$ cat src/hw/prlr_defs.svh
// offsets, field positions, masks and reset values of the priority level slice
`ifndef PRLR_DEFS_SVH
`define PRLR_DEFS_SVH

// register indices as printed, byte address is four times the index
`define PRLR_IDX_SET3 3
`define PRLR_IDX_SET4 4
`define PRLR_IDX_SET5 5
`define PRLR_IDX_SET6 6
`define PRLR_ADDR_SET3 12'h00C
`define PRLR_ADDR_SET4 12'h010
`define PRLR_ADDR_SET5 12'h014
`define PRLR_ADDR_SET6 12'h018

// reset value of every priority register
`define PRLR_RESET_VALUE 16'h0000

// writable bits of each register, everything else reads zero
`define PRLR_MASK_SET3 16'h03FC
`define PRLR_MASK_SET4 16'hFC3F
`define PRLR_MASK_SET5 16'hFF3F
`define PRLR_MASK_SET6 16'hFC00

// low bit of each field, register 3
`define PRLR_POS_CAN_MSG_BUFFER 8
`define PRLR_POS_CAN_WAKEUP 6
`define PRLR_POS_CAN_ERROR 4
`define PRLR_POS_CAN_BUS_OFF 2
// register 4
`define PRLR_POS_SP0_RX_FULL 14
`define PRLR_POS_SP1_TX_EMPTY 12
`define PRLR_POS_SP1_RX_FULL 10
`define PRLR_POS_PORT_A 4
`define PRLR_POS_PORT_B 2
`define PRLR_POS_PORT_C 0
// register 5
`define PRLR_POS_DEC1_INDEX 14
`define PRLR_POS_DEC1_HOME_WD 12
`define PRLR_POS_UART1_RX_FULL 10
`define PRLR_POS_UART1_RX_ERROR 8
`define PRLR_POS_UART1_TX_IDLE 4
`define PRLR_POS_UART1_TX_EMPTY 2
`define PRLR_POS_SP0_TX_EMPTY 0
// register 6
`define PRLR_POS_TIMER_C_CH0 14
`define PRLR_POS_TIMER_D_CH3 12
`define PRLR_POS_TIMER_D_CH2 10

// source numbering on the level output
`define PRLR_SRC_CAN_MSG_BUFFER 0
`define PRLR_SRC_CAN_BUS_OFF 3
`define PRLR_SRC_SP0_RX_FULL 4
`define PRLR_SRC_PORT_C 9
`define PRLR_SRC_DEC1_INDEX 10
`define PRLR_SRC_SP0_TX_EMPTY 16
`define PRLR_SRC_TIMER_C_CH0 17
`define PRLR_SRC_TIMER_D_CH2 19
`define PRLR_NUM_SOURCES 20

// field code and level ceiling
`define PRLR_FIELD_DISABLED 2'h0
`define PRLR_LEVEL_MAX 2'h2

`endif

$ cat src/hw/prlr_pkg.sv
// types shared by the priority level slice
package prlr_pkg;
    typedef logic [1:0] prlr_priority_level_field_t;

    // one source as seen by the core interrupt logic
    typedef struct packed {
        logic enabled;
        logic [1:0] level;
    } prlr_src_level_t;

    typedef prlr_src_level_t [19:0] prlr_src_levels_t;
    typedef prlr_priority_level_field_t [19:0] prlr_fields_t;
endpackage : prlr_pkg

$ cat src/hw/prlr_top.sv
// priority level register slice with apb slave and decoded level outputs
//
// Behaviour
// field 00 disables a source; 01, 10, 11 select levels 0, 1, 2
// all priority fields come out of reset as 00, every source disabled
// no source is ever delivered above level 2
// reserved bits read zero and ignore writes
// register 3 holds can message buffer, wake-up, error, bus-off fields; bits 15-10 and 1-0 reserved
// register 4 holds serial rx/tx fields, reserved 9-6, ports a, b, c at bottom
// register 5 holds decoder-1, uart-1 and serial-0 transmit fields; bits 7-6 reserved
// register 6 upper bits hold timer c ch0, timer d ch3, timer d ch2
// can priority register sits at index 3, all sixteen bits reset to zero
// decoded levels reach the core the cycle after the write; 00 masks source
`timescale 1ns/1ps
`include "prlr_defs.svh"

module prlr_top
    import prlr_pkg::*;
(
    // clock and reset
    input wire logic pclk,
    input wire logic presetn,
    // apb slave
    input wire logic psel,
    input wire logic penable,
    input wire logic pwrite,
    input wire logic [11:0] paddr,
    input wire logic [31:0] pwdata,
    input wire logic [3:0] pstrb,
    output logic pready,
    output logic [31:0] prdata,
    output logic pslverr,
    // levels to the core interrupt logic
    output prlr_src_levels_t src_levels
);

    logic [15:0] set3;
    logic [15:0] set4;
    logic [15:0] set5;
    logic [15:0] set6;
    logic [15:0] next_set3;
    logic [15:0] next_set4;
    logic [15:0] next_set5;
    logic [15:0] next_set6;
    logic [15:0] lane_mask;
    logic [15:0] read_value;
    logic addr_hit;
    logic setup_phase;
    logic write_done;

    // two-bit field to core level
    function automatic prlr_src_level_t decode_field(input prlr_priority_level_field_t f);
        prlr_src_level_t r;
        r.enabled = (f != `PRLR_FIELD_DISABLED);
        r.level = r.enabled ? 2'(f - 2'h1) : 2'h0;
        return r;
    endfunction : decode_field

    // merge a write into one register, keeping unwritten lanes and reserved bits
    function automatic logic [15:0] merge_write(input logic [15:0] old, input logic [15:0] wdata,
            input logic [15:0] lanes, input logic [15:0] mask);
        return (old & ~(lanes & mask)) | (wdata & lanes & mask);
    endfunction : merge_write

    // unpack the four registers into the twenty source fields
    function automatic prlr_fields_t gather_fields(input logic [15:0] r3, input logic [15:0] r4,
            input logic [15:0] r5, input logic [15:0] r6);
        prlr_fields_t f;
        f[0] = r3[`PRLR_POS_CAN_MSG_BUFFER +: 2];
        f[1] = r3[`PRLR_POS_CAN_WAKEUP +: 2];
        f[2] = r3[`PRLR_POS_CAN_ERROR +: 2];
        f[3] = r3[`PRLR_POS_CAN_BUS_OFF +: 2];
        f[4] = r4[`PRLR_POS_SP0_RX_FULL +: 2];
        f[5] = r4[`PRLR_POS_SP1_TX_EMPTY +: 2];
        f[6] = r4[`PRLR_POS_SP1_RX_FULL +: 2];
        f[7] = r4[`PRLR_POS_PORT_A +: 2];
        f[8] = r4[`PRLR_POS_PORT_B +: 2];
        f[9] = r4[`PRLR_POS_PORT_C +: 2];
        f[10] = r5[`PRLR_POS_DEC1_INDEX +: 2];
        f[11] = r5[`PRLR_POS_DEC1_HOME_WD +: 2];
        f[12] = r5[`PRLR_POS_UART1_RX_FULL +: 2];
        f[13] = r5[`PRLR_POS_UART1_RX_ERROR +: 2];
        f[14] = r5[`PRLR_POS_UART1_TX_IDLE +: 2];
        f[15] = r5[`PRLR_POS_UART1_TX_EMPTY +: 2];
        f[16] = r5[`PRLR_POS_SP0_TX_EMPTY +: 2];
        f[17] = r6[`PRLR_POS_TIMER_C_CH0 +: 2];
        f[18] = r6[`PRLR_POS_TIMER_D_CH3 +: 2];
        f[19] = r6[`PRLR_POS_TIMER_D_CH2 +: 2];
        return f;
    endfunction : gather_fields

    function automatic prlr_src_levels_t decode_all(input prlr_fields_t f);
        prlr_src_levels_t l;
        for (int i = 0; i < `PRLR_NUM_SOURCES; i++) begin
            l[i] = decode_field(f[i]);
        end
        return l;
    endfunction : decode_all

    assign setup_phase = psel && !penable;
    assign write_done = psel && penable && pwrite && pready;
    // only the low two byte lanes carry register bits
    assign lane_mask = {{8{pstrb[1]}}, {8{pstrb[0]}}};

    always_comb begin
        addr_hit = 1'b1;
        read_value = 16'h0000;
        case (paddr)
            `PRLR_ADDR_SET3: read_value = set3 & `PRLR_MASK_SET3;
            `PRLR_ADDR_SET4: read_value = set4 & `PRLR_MASK_SET4;
            `PRLR_ADDR_SET5: read_value = set5 & `PRLR_MASK_SET5;
            `PRLR_ADDR_SET6: read_value = set6 & `PRLR_MASK_SET6;
            default: addr_hit = 1'b0;
        endcase
    end

    always_comb begin
        next_set3 = set3;
        next_set4 = set4;
        next_set5 = set5;
        next_set6 = set6;
        if (write_done) begin
            case (paddr)
                `PRLR_ADDR_SET3: begin
                    next_set3 = merge_write(set3, pwdata[15:0], lane_mask, `PRLR_MASK_SET3);
                end
                `PRLR_ADDR_SET4: begin
                    next_set4 = merge_write(set4, pwdata[15:0], lane_mask, `PRLR_MASK_SET4);
                end
                `PRLR_ADDR_SET5: begin
                    next_set5 = merge_write(set5, pwdata[15:0], lane_mask, `PRLR_MASK_SET5);
                end
                `PRLR_ADDR_SET6: begin
                    next_set6 = merge_write(set6, pwdata[15:0], lane_mask, `PRLR_MASK_SET6);
                end
                default: begin
                end
            endcase
        end
    end

    // register storage
    always_ff @(posedge pclk or negedge presetn) begin
        if (!presetn) begin
            set3 <= `PRLR_RESET_VALUE;
            set4 <= `PRLR_RESET_VALUE;
            set5 <= `PRLR_RESET_VALUE;
            set6 <= `PRLR_RESET_VALUE;
        end else begin
            set3 <= next_set3;
            set4 <= next_set4;
            set5 <= next_set5;
            set6 <= next_set6;
        end
    end

    // decoded levels load from the same next values so they follow the write by one cycle
    always_ff @(posedge pclk or negedge presetn) begin
        if (!presetn) begin
            src_levels <= '0;
        end else begin
            src_levels <= decode_all(gather_fields(next_set3, next_set4, next_set5, next_set6));
        end
    end

    // apb answer: zero wait states, read data captured in the setup cycle
    always_ff @(posedge pclk or negedge presetn) begin
        if (!presetn) begin
            pready <= 1'b0;
        end else begin
            pready <= 1'b1;
        end
    end

    always_ff @(posedge pclk or negedge presetn) begin
        if (!presetn) begin
            prdata <= 32'h0000_0000;
            pslverr <= 1'b0;
        end else if (setup_phase) begin
            prdata <= pwrite ? 32'h0000_0000 : {16'h0000, read_value};
            pslverr <= !addr_hit;
        end
    end

    // assertions
    logic any_write;
    prlr_fields_t cur_fields;
    assign cur_fields = gather_fields(set3, set4, set5, set6);

    always_ff @(posedge pclk or negedge presetn) begin
        if (!presetn) begin
            any_write <= 1'b0;
        end else if (write_done) begin
            any_write <= 1'b1;
        end
    end

    // whole-vector checks over all twenty sources
    logic any_level_three;
    logic any_masked_level;
    logic any_enable_mismatch;

    always_comb begin
        any_level_three = 1'b0;
        any_masked_level = 1'b0;
        any_enable_mismatch = 1'b0;
        for (int i = 0; i < `PRLR_NUM_SOURCES; i++) begin
            if (src_levels[i].level > `PRLR_LEVEL_MAX) begin
                any_level_three = 1'b1;
            end
            if (!src_levels[i].enabled && src_levels[i].level != 2'h0) begin
                any_masked_level = 1'b1;
            end
            if (src_levels[i].enabled != (cur_fields[i] != `PRLR_FIELD_DISABLED)) begin
                any_enable_mismatch = 1'b1;
            end
        end
    end
endmodule : prlr_top

$ cat config.mk
export PLATFORM = sky130hd
export DESIGN_NAME = prlr_top
export DESIGN_NICKNAME = d
export VERILOG_FILES = /design/src/hw/prlr_pkg.sv /design/src/hw/prlr_top.sv
export VERILOG_INCLUDE_DIRS = /design/src /design/src/hw
export SDC_FILE = /design/constraint.sdc
export NUM_CORES = 1
export LEC_CHECK = 0
export BUFFER_PORTS_ARGS = -buffer_cell sky130_fd_sc_hd__buf_2
export CORE_MARGIN = 4
export CORE_UTILIZATION = 38
export DETAILED_ROUTE_END_ITERATION = 6
export GPL_ROUTABILITY_DRIVEN = 0
export PLACE_DENSITY = 0.7
export SLEW_MARGIN = 40
export SYNTH_ARGS = -nofsm -noshare
export SYNTH_HDL_FRONTEND = slang
export SYNTH_SLANG_ARGS = --single-unit
$ cat constraint.sdc
create_clock -name pclk -period 5.4 [get_ports pclk]
set_input_delay 0 -clock pclk [delete_from_list [all_inputs] [get_ports pclk]]
set_output_delay 0 -clock pclk [all_outputs]
set_load 0.01 [all_outputs]
======== Yosys cells after proc, flatten, opt, wreduce, memory -nomap -nowiden ========
Cells that the tools add are included.
word-level totals
  output and inout port bits .............. 94
  bits in registers ....................... 158
  input bits .............................. 53
  memories kept ........................... 0
  latch bits .............................. 0
  bits in read-only memories .............. 0
  RAM bits ................................ 0
  logic and storage cells ................. 150
operators by class
  div/mod/pow operators ................... 0
  $add $sub $neg .......................... 20
  shift-type cells ........................ 0
  muxes and demuxes ....................... 31
  order comparisons ....................... 0
  multiply operators ...................... 0
  bitwise gates (word level) .............. 13
  reduce and logical (&&, ||, !) cells .... 31
  eq/ne operators ......................... 4
operators by type and width
  cell                                              number
  2-to-1 mux 16 bit                                 7
  bitwise AND 16 bit                                5
  one-hot mux 16 bit (4 select lines)               1
  NOT 16 bit                                        3
  bitwise OR 16 bit                                 3
  2-to-1 mux 2 bit                                  20
  nonzero test 2 bit                                20
  subtractor 2 x 1 -> 2 bit, second input constant  20
  == test 12 x 5 -> 1 bit, second input constant    3
  2-to-1 mux 10 bit                                 2
  NOT 10 -> 16 bit                                  1
  bitwise OR 16 x 10 -> 16 bit                      1
  == test 12 x 4 -> 1 bit, second input constant    1
  AND reduction 2 bit                               4
  logical AND 1 bit                                 4
  OR reduction 4 bit                                1
  logical NOT 1 bit                                 2
  2-to-1 mux 1 bit                                  1

======== Depth between registers and ports, before layout ========
  depth after elaboration ................. 7
  gate-level depth with buffers ........... 7
  depth with buffers taken out ............ 4

======== Worst setup path before layout ========
No wires, ideal clock.
  path type ............................... register to register
  start ................................... reg pready
  end ..................................... reg set6[12]
  setup time .............................. 0.125 ns
  slack ................................... 3.604 ns
  period minus slack after synthesis ...... 1.796 ns
  buffers on the path ..................... 1
  stages on the path, launching flop included .. 6
  required time ........................... 5.275 ns
  arrival time ............................ 1.671 ns
  path through ............................ dfrtp_1 -> and4_1 -> nand2_1 -> nor3_2 -> buf_4 -> mux2_2
on the way
  word-level cells in the longest chain between the ends .. 2
RTL lines
  element                 line             source
  start, declared         prlr_top.sv:30   output logic pready,
  start signal, assigned  prlr_top.sv:169  pready <= 1'b0;
  start signal, assigned  prlr_top.sv:171  pready <= 1'b1;
  logical AND 1 bit       prlr_top.sv:101  assign write_done = psel && penable && pwrite && pready;
  2-to-1 mux 16 bit       prlr_top.sv:122  if (write_done) begin
  via next_set6[12]       prlr_top.sv:44   logic [15:0] next_set6;
  end signal, assigned    prlr_top.sv:148  set6 <= `PRLR_RESET_VALUE;
  end signal, assigned    prlr_top.sv:153  set6 <= next_set6;
  end, declared           prlr_top.sv:40   logic [15:0] set6;
The timed path passes the listed nets, and every way through them passes these cells.
A chain may end at the register's enable or synchronous reset.

======== Worst setup path after layout ========
  start ................................... reg pready
  end ..................................... reg set4[1]
on the way
  word-level cells in the longest chain between the ends .. 2
RTL lines
  element               line             source
  logical AND 1 bit     prlr_top.sv:101
  2-to-1 mux 16 bit     prlr_top.sv:122
  via next_set4[1]      prlr_top.sv:42   logic [15:0] next_set4;
  end signal, assigned  prlr_top.sv:146  set4 <= `PRLR_RESET_VALUE;
  end signal, assigned  prlr_top.sv:151  set4 <= next_set4;
  end, declared         prlr_top.sv:38   logic [15:0] set4;
The timed path passes the listed nets, and every way through them passes these cells.

==> impl_metrics.xml <==
<?xml version="1.0" encoding="UTF-8"?>
<metrics>
  <group name="cells_and_area">
    <metric name="num-nets-final" unit="">624</metric>
    <metric name="n_fill_cell" unit="">1180</metric>
    <metric name="n_antenna_cell" unit="">0</metric>
    <metric name="area_growth_syn_to_layout" unit="%">27.2</metric>
    <metric name="multi_input_area" unit="um2">2140</metric>
    <metric name="final_layout_size_suffix_gt1_share" unit="%">34.9</metric>
    <metric name="area.sequential" unit="um2">2950</metric>
  </group>
  <group name="place">
    <metric name="io_buffers" unit="">112</metric>
    <metric name="post-place-ws" unit="ps">2940</metric>
    <metric name="dp_hpwl" unit="um">8240</metric>
  </group>
  <group name="synth">
    <metric name="synth_seq_area_share" unit="%">55.8</metric>
    <metric name="largest_family_of_logic_cells_by_synthesized_area" unit="">multiplexers</metric>
    <metric name="yosys-top-cells-area" unit="">sky130_fd_sc_hd__dfrtp_1, sky130_fd_sc_hd__mux2i_1, sky130_fd_sc_hd__mux2_2, sky130_fd_sc_hd__nand2_1, sky130_fd_sc_hd__nand2b_1</metric>
    <metric name="synthXorXnorAreaFrac" unit="%">0</metric>
    <metric name="basic_gate_share_of_the_synthesized_area_counting_and_or_nand_and_nor_cells" unit="%">13.3</metric>
    <metric name="syn_area_per_cell" unit="um2">12.3</metric>
    <metric name="post_synth_inst_count" unit="">429</metric>
    <metric name="synth_area" unit="um2">5300</metric>
    <metric name="synth_area_leader_cell" unit="">sky130_fd_sc_hd__dfrtp_1</metric>
    <metric name="synth_fa_ha_area_share" unit="%">0</metric>
    <metric name="post-synth-top-area-fraction" unit="%">55.8</metric>
    <metric name="synthesis.yosys.warnings" unit="">0</metric>
    <metric name="synth.distinct_cells" unit="">34</metric>
    <metric name="postSynthRegisterBits" unit="">118</metric>
    <metric name="synthMuxAreaShare" unit="%">22.4</metric>
    <metric name="synth_compound_area_share" unit="%">3.45</metric>
  </group>
  <group name="setup_path">
    <metric name="worstRegToRegCells" unit="">6</metric>
    <metric name="r2r_slack" unit="ps">3250</metric>
    <metric name="worstSetupEndpointType" unit="">register</metric>
    <metric name="class_of_the_most_critical_setup_path" unit="">reg2reg</metric>
    <metric name="timing.rr.start" unit="">pready</metric>
    <metric name="timing.critical_path.arrival" unit="ps">2440</metric>
    <metric name="crit_required" unit="ps">5700</metric>
    <metric name="setup.worst_path.start_class" unit="">register</metric>
    <metric name="timing.critical_path.fanout_max" unit="">6</metric>
    <metric name="critical_path_origin" unit="">pready</metric>
    <metric name="worst_r2r_endpoint" unit="">set4[1]</metric>
    <metric name="worst_setup_path_endpoint" unit="">set4[1]</metric>
  </group>
  <group name="routing">
    <metric name="avgViaCountPerCell" unit="">4.82</metric>
    <metric name="first_iter_violations" unit="">163</metric>
    <metric name="drtAntennaViolNets" unit="">0</metric>
    <metric name="total_wirelength_of_the_detailed_routed_design" unit="um">11800</metric>
    <metric name="route.detailed.wl_per_inst" unit="um">15.6</metric>
    <metric name="drt-pass1-iter-count" unit="">5</metric>
    <metric name="via_count" unit="">3662</metric>
    <metric name="drt_drc_violations_left" unit="">0</metric>
  </group>
  <group name="sta">
    <metric name="final_max_slew_viol_count" unit="">0</metric>
    <metric name="final-setup-viol-count" unit="">0</metric>
    <metric name="final_critical_path_setup_slack" unit="ps">3250</metric>
    <metric name="worst_clock_skew" unit="ps">5.39</metric>
    <metric name="timing.max_slew.rel_slack" unit="%">52.6</metric>
    <metric name="timing.final.crit_share" unit="%">39.8</metric>
    <metric name="report.final.hold_viol_count" unit="">0</metric>
    <metric name="fmax" unit="MHz">466</metric>
    <metric name="finalCriticalPeriod" unit="ps">2150</metric>
    <metric name="rsz_0062_raised_after_global_routing" unit="">false</metric>
    <metric name="worst_slew_pin_slew" unit="ps">709</metric>
    <metric name="setup_tns" unit="ps">0</metric>
  </group>
  <group name="floorplanning">
    <metric name="initial_utilization" unit="%">39.4</metric>
    <metric name="dieArea" unit="um2">15900</metric>
    <metric name="core_region_area" unit="um2">13500</metric>
    <metric name="die-width" unit="um">126</metric>
    <metric name="io-pin-count" unit="">147</metric>
    <metric name="num_rows" unit="">42</metric>
    <metric name="die_h" unit="um">126</metric>
  </group>
  <group name="grt">
    <metric name="grt.total_usage" unit="%">15.6</metric>
    <metric name="grt-ovfl-total" unit="">0</metric>
    <metric name="grt_start_max_net_pins" unit="">74</metric>
    <metric name="antenna_found_initial" unit="">0</metric>
    <metric name="grt_first_pass_wirelength" unit="um">19700</metric>
    <metric name="vias_in_the_first_global_route" unit="">3877</metric>
  </group>
  <group name="job">
    <metric name="maxcap_viol_count" unit="">0</metric>
  </group>
  <group name="worst_hold_path">
    <metric name="holdCritPathClass" unit="">in2reg</metric>
  </group>
  <group name="clock_network">
    <metric name="ctsRootBufferMaster" unit="">sky130_fd_sc_hd__clkbuf_16</metric>
    <metric name="cts_htree_levels" unit="">4</metric>
    <metric name="clkLatencyLatePin" unit="ps">410</metric>
    <metric name="tritoncts" unit="">built</metric>
    <metric name="post_cts_buffers" unit="">0</metric>
    <metric name="cts_sinks" unit="">118</metric>
    <metric name="cts_buf_count" unit="">17</metric>
    <metric name="clk_pin_slew" unit="ps">50</metric>
    <metric name="clock_tree_buf_depth" unit="">2</metric>
  </group>
  <group name="power">
    <metric name="power.ir.vdd_worst" unit="mV">0.159</metric>
    <metric name="power.leakage" unit="nW">3.30</metric>
    <metric name="power-per-cell-area" unit="nW/um2">306</metric>
  </group>
  <group name="status">
    <metric name="run_status" unit="">complete, no violations</metric>
  </group>
</metrics>
==> kinds of logic after synthesis <==
group,after synthesis
other,2
and+or+nand+nor,134
buffers and inverters,33
muxes,112
AOI/OAI and AO/OA,30
DFF,118
==> layer usage <==
metal,global-route usage [%],up-vias,part of all wire (%)
li1,-,1728,-
met1,19.6,1798,43
met2,25.3,119,48
met3,5.25,17,6.9
met4,5.43,0,1.7
met5,0,-,0
==> critical path: stages, from the launching register on <==
cell	delay [ps]
sky130_fd_sc_hd__dfrtp_1	340
sky130_fd_sc_hd__and4_1	220
sky130_fd_sc_hd__nand2_1	190
sky130_fd_sc_hd__nor4_4	520
sky130_fd_sc_hd__buf_4	260
sky130_fd_sc_hd__buf_4	170
sky130_fd_sc_hd__mux2_2	330
==> power breakdown <==
part           leakage [nW]  switching [mW]  total [mW]  internal [mW]
Sequential             1.64        0.000727       0.888          0.887
Combinational          1.38          0.0565      0.0856         0.0291
Clock                 0.276           0.376        1.09          0.712
==> repair_timing <==
action,in CTS,in global routing
gates resized for setup,0,0
hold buffers,21,0
endpoints found under the hold margin,144,0
==> layout by cell type, fill, tap and decap left out <==
master | synthesis | final
sky130_fd_sc_hd__or3b_1 | 1 | 1
sky130_fd_sc_hd__nor4_1 | 2 | 2
sky130_fd_sc_hd__or3_1 | 1 | 1
sky130_fd_sc_hd__buf_6 | 6 | 2
sky130_fd_sc_hd__mux2_1 | 1 | 1
sky130_fd_sc_hd__nor3b_4 | 1 | 1
sky130_fd_sc_hd__nand2_1 | 53 | 53
sky130_fd_sc_hd__a22oi_1 | 8 | 8
sky130_fd_sc_hd__and2_1 | 1 | 1
sky130_fd_sc_hd__a21oi_1 | 5 | 5
sky130_fd_sc_hd__nor3_4 | 1 | 1
sky130_fd_sc_hd__and4_1 | 1 | 1
sky130_fd_sc_hd__nor2_1 | 33 | 33
sky130_fd_sc_hd__nor4_4 | 2 | 2
sky130_fd_sc_hd__and4bb_2 | 1 | 1
sky130_fd_sc_hd__nor2b_1 | 2 | 2
sky130_fd_sc_hd__or4_4 | 1 | 1
sky130_fd_sc_hd__mux2_4 | 2 | 2
sky130_fd_sc_hd__buf_4 | 18 | 7
sky130_fd_sc_hd__clkbuf_8 | 0 | 3
sky130_fd_sc_hd__o21ai_0 | 13 | 13
sky130_fd_sc_hd__dlygate4sd3_1 | 0 | 21
sky130_fd_sc_hd__mux2i_1 | 66 | 66
sky130_fd_sc_hd__conb_1 | 2 | 17
sky130_fd_sc_hd__clkinvlp_4 | 0 | 3
sky130_fd_sc_hd__clkbuf_1 | 3 | 4
sky130_fd_sc_hd__clkbuf_16 | 0 | 17
sky130_fd_sc_hd__clkinv_2 | 0 | 3
sky130_fd_sc_hd__nor3_2 | 3 | 4
sky130_fd_sc_hd__dfrtp_1 | 118 | 118
sky130_fd_sc_hd__nor3b_1 | 1 | 1
sky130_fd_sc_hd__o31ai_1 | 2 | 2
sky130_fd_sc_hd__bufinv_16 | 0 | 2
sky130_fd_sc_hd__nand2b_2 | 0 | 1
sky130_fd_sc_hd__nand2b_1 | 29 | 28
sky130_fd_sc_hd__mux2_2 | 43 | 43
sky130_fd_sc_hd__buf_2 | 3 | 111
sky130_fd_sc_hd__o41ai_1 | 2 | 2
==> registers in the layout (all words and copies together) (netlist names) <==
name / count
src_levels: 60
prdata: 16
set5: 14
set4: 12
set3: 8
set6: 6
pready: 1
pslverr: 1
==> stage by stage <==
step	util [%]	area, um2	power, mW	hold WS, ps	std cells
after floorplan	-	5350	0.941	-296	444
after global placement	44.0	5910	0.975	21.9	704
after detailed placement	44.1	5930	0.978	30.4	706
after CTS	50.0	6720	2.08	83.2	759
after global routing	50.1	6740	2.14	135	760
final	50.1	6740	2.06	98.5	760
==> synth_stat cells <==
cell                       number
sky130_fd_sc_hd__nor3_2         3
sky130_fd_sc_hd__nor2_1        33
sky130_fd_sc_hd__o31ai_1        2
sky130_fd_sc_hd__or4_4          1
sky130_fd_sc_hd__a22oi_1        8
sky130_fd_sc_hd__nor2b_1        2
sky130_fd_sc_hd__buf_8          2
sky130_fd_sc_hd__nand2b_1      29
sky130_fd_sc_hd__mux2i_1       66
sky130_fd_sc_hd__nor3b_1        1
sky130_fd_sc_hd__nand2_1       53
sky130_fd_sc_hd__a21oi_1        5
sky130_fd_sc_hd__o41ai_1        2
sky130_fd_sc_hd__nor3_1         1
sky130_fd_sc_hd__and2_1         1
sky130_fd_sc_hd__buf_2          3
sky130_fd_sc_hd__and4_1         1
sky130_fd_sc_hd__mux2_2        43
sky130_fd_sc_hd__nor3_4         1
sky130_fd_sc_hd__or3_1          1
sky130_fd_sc_hd__or3b_1         1
sky130_fd_sc_hd__o21ai_0       13
sky130_fd_sc_hd__nor4_4         2
sky130_fd_sc_hd__clkbuf_1       3
sky130_fd_sc_hd__dfrtp_1      118
sky130_fd_sc_hd__nor4_1         2
sky130_fd_sc_hd__buf_4         18
sky130_fd_sc_hd__buf_6          6
sky130_fd_sc_hd__nor3b_4        1
sky130_fd_sc_hd__buf_1          1
sky130_fd_sc_hd__mux2_4         2
sky130_fd_sc_hd__and4bb_2       1
sky130_fd_sc_hd__mux2_1         1
sky130_fd_sc_hd__conb_1         2
==> how the worst min path moves through the flow <==
| stage | from | to | slack, ps | cells after the start |
|---|---|---|---|---|
| 6_report | paddr[5] | prdata[12] | 100 | 4 |
| 5_1_grt | paddr[5] | prdata[11] | 130 | 4 |
| 4_1_cts | paddr[5] | prdata[10] | 80 | 4 |
| 3_5_place_dp | presetn | src_levels[52] | 30 | 1 |
| 3_3_place_gp | presetn | src_levels[32] | 20 | 1 |
| 2_1_floorplan | presetn | prdata[0] | -300 | 0 |
==> cell type report <==
class | count | area share [%]
clock buffer | 24 | 7.15
clock inverter | 8 | 1.45
multi-input combinational | 293 | 31.8
sequential | 118 | 43.8
tap | 176 | 3.27
timing repair buffer | 141 | 12.5
Note: power is estimated with default switching activity, not from simulation.
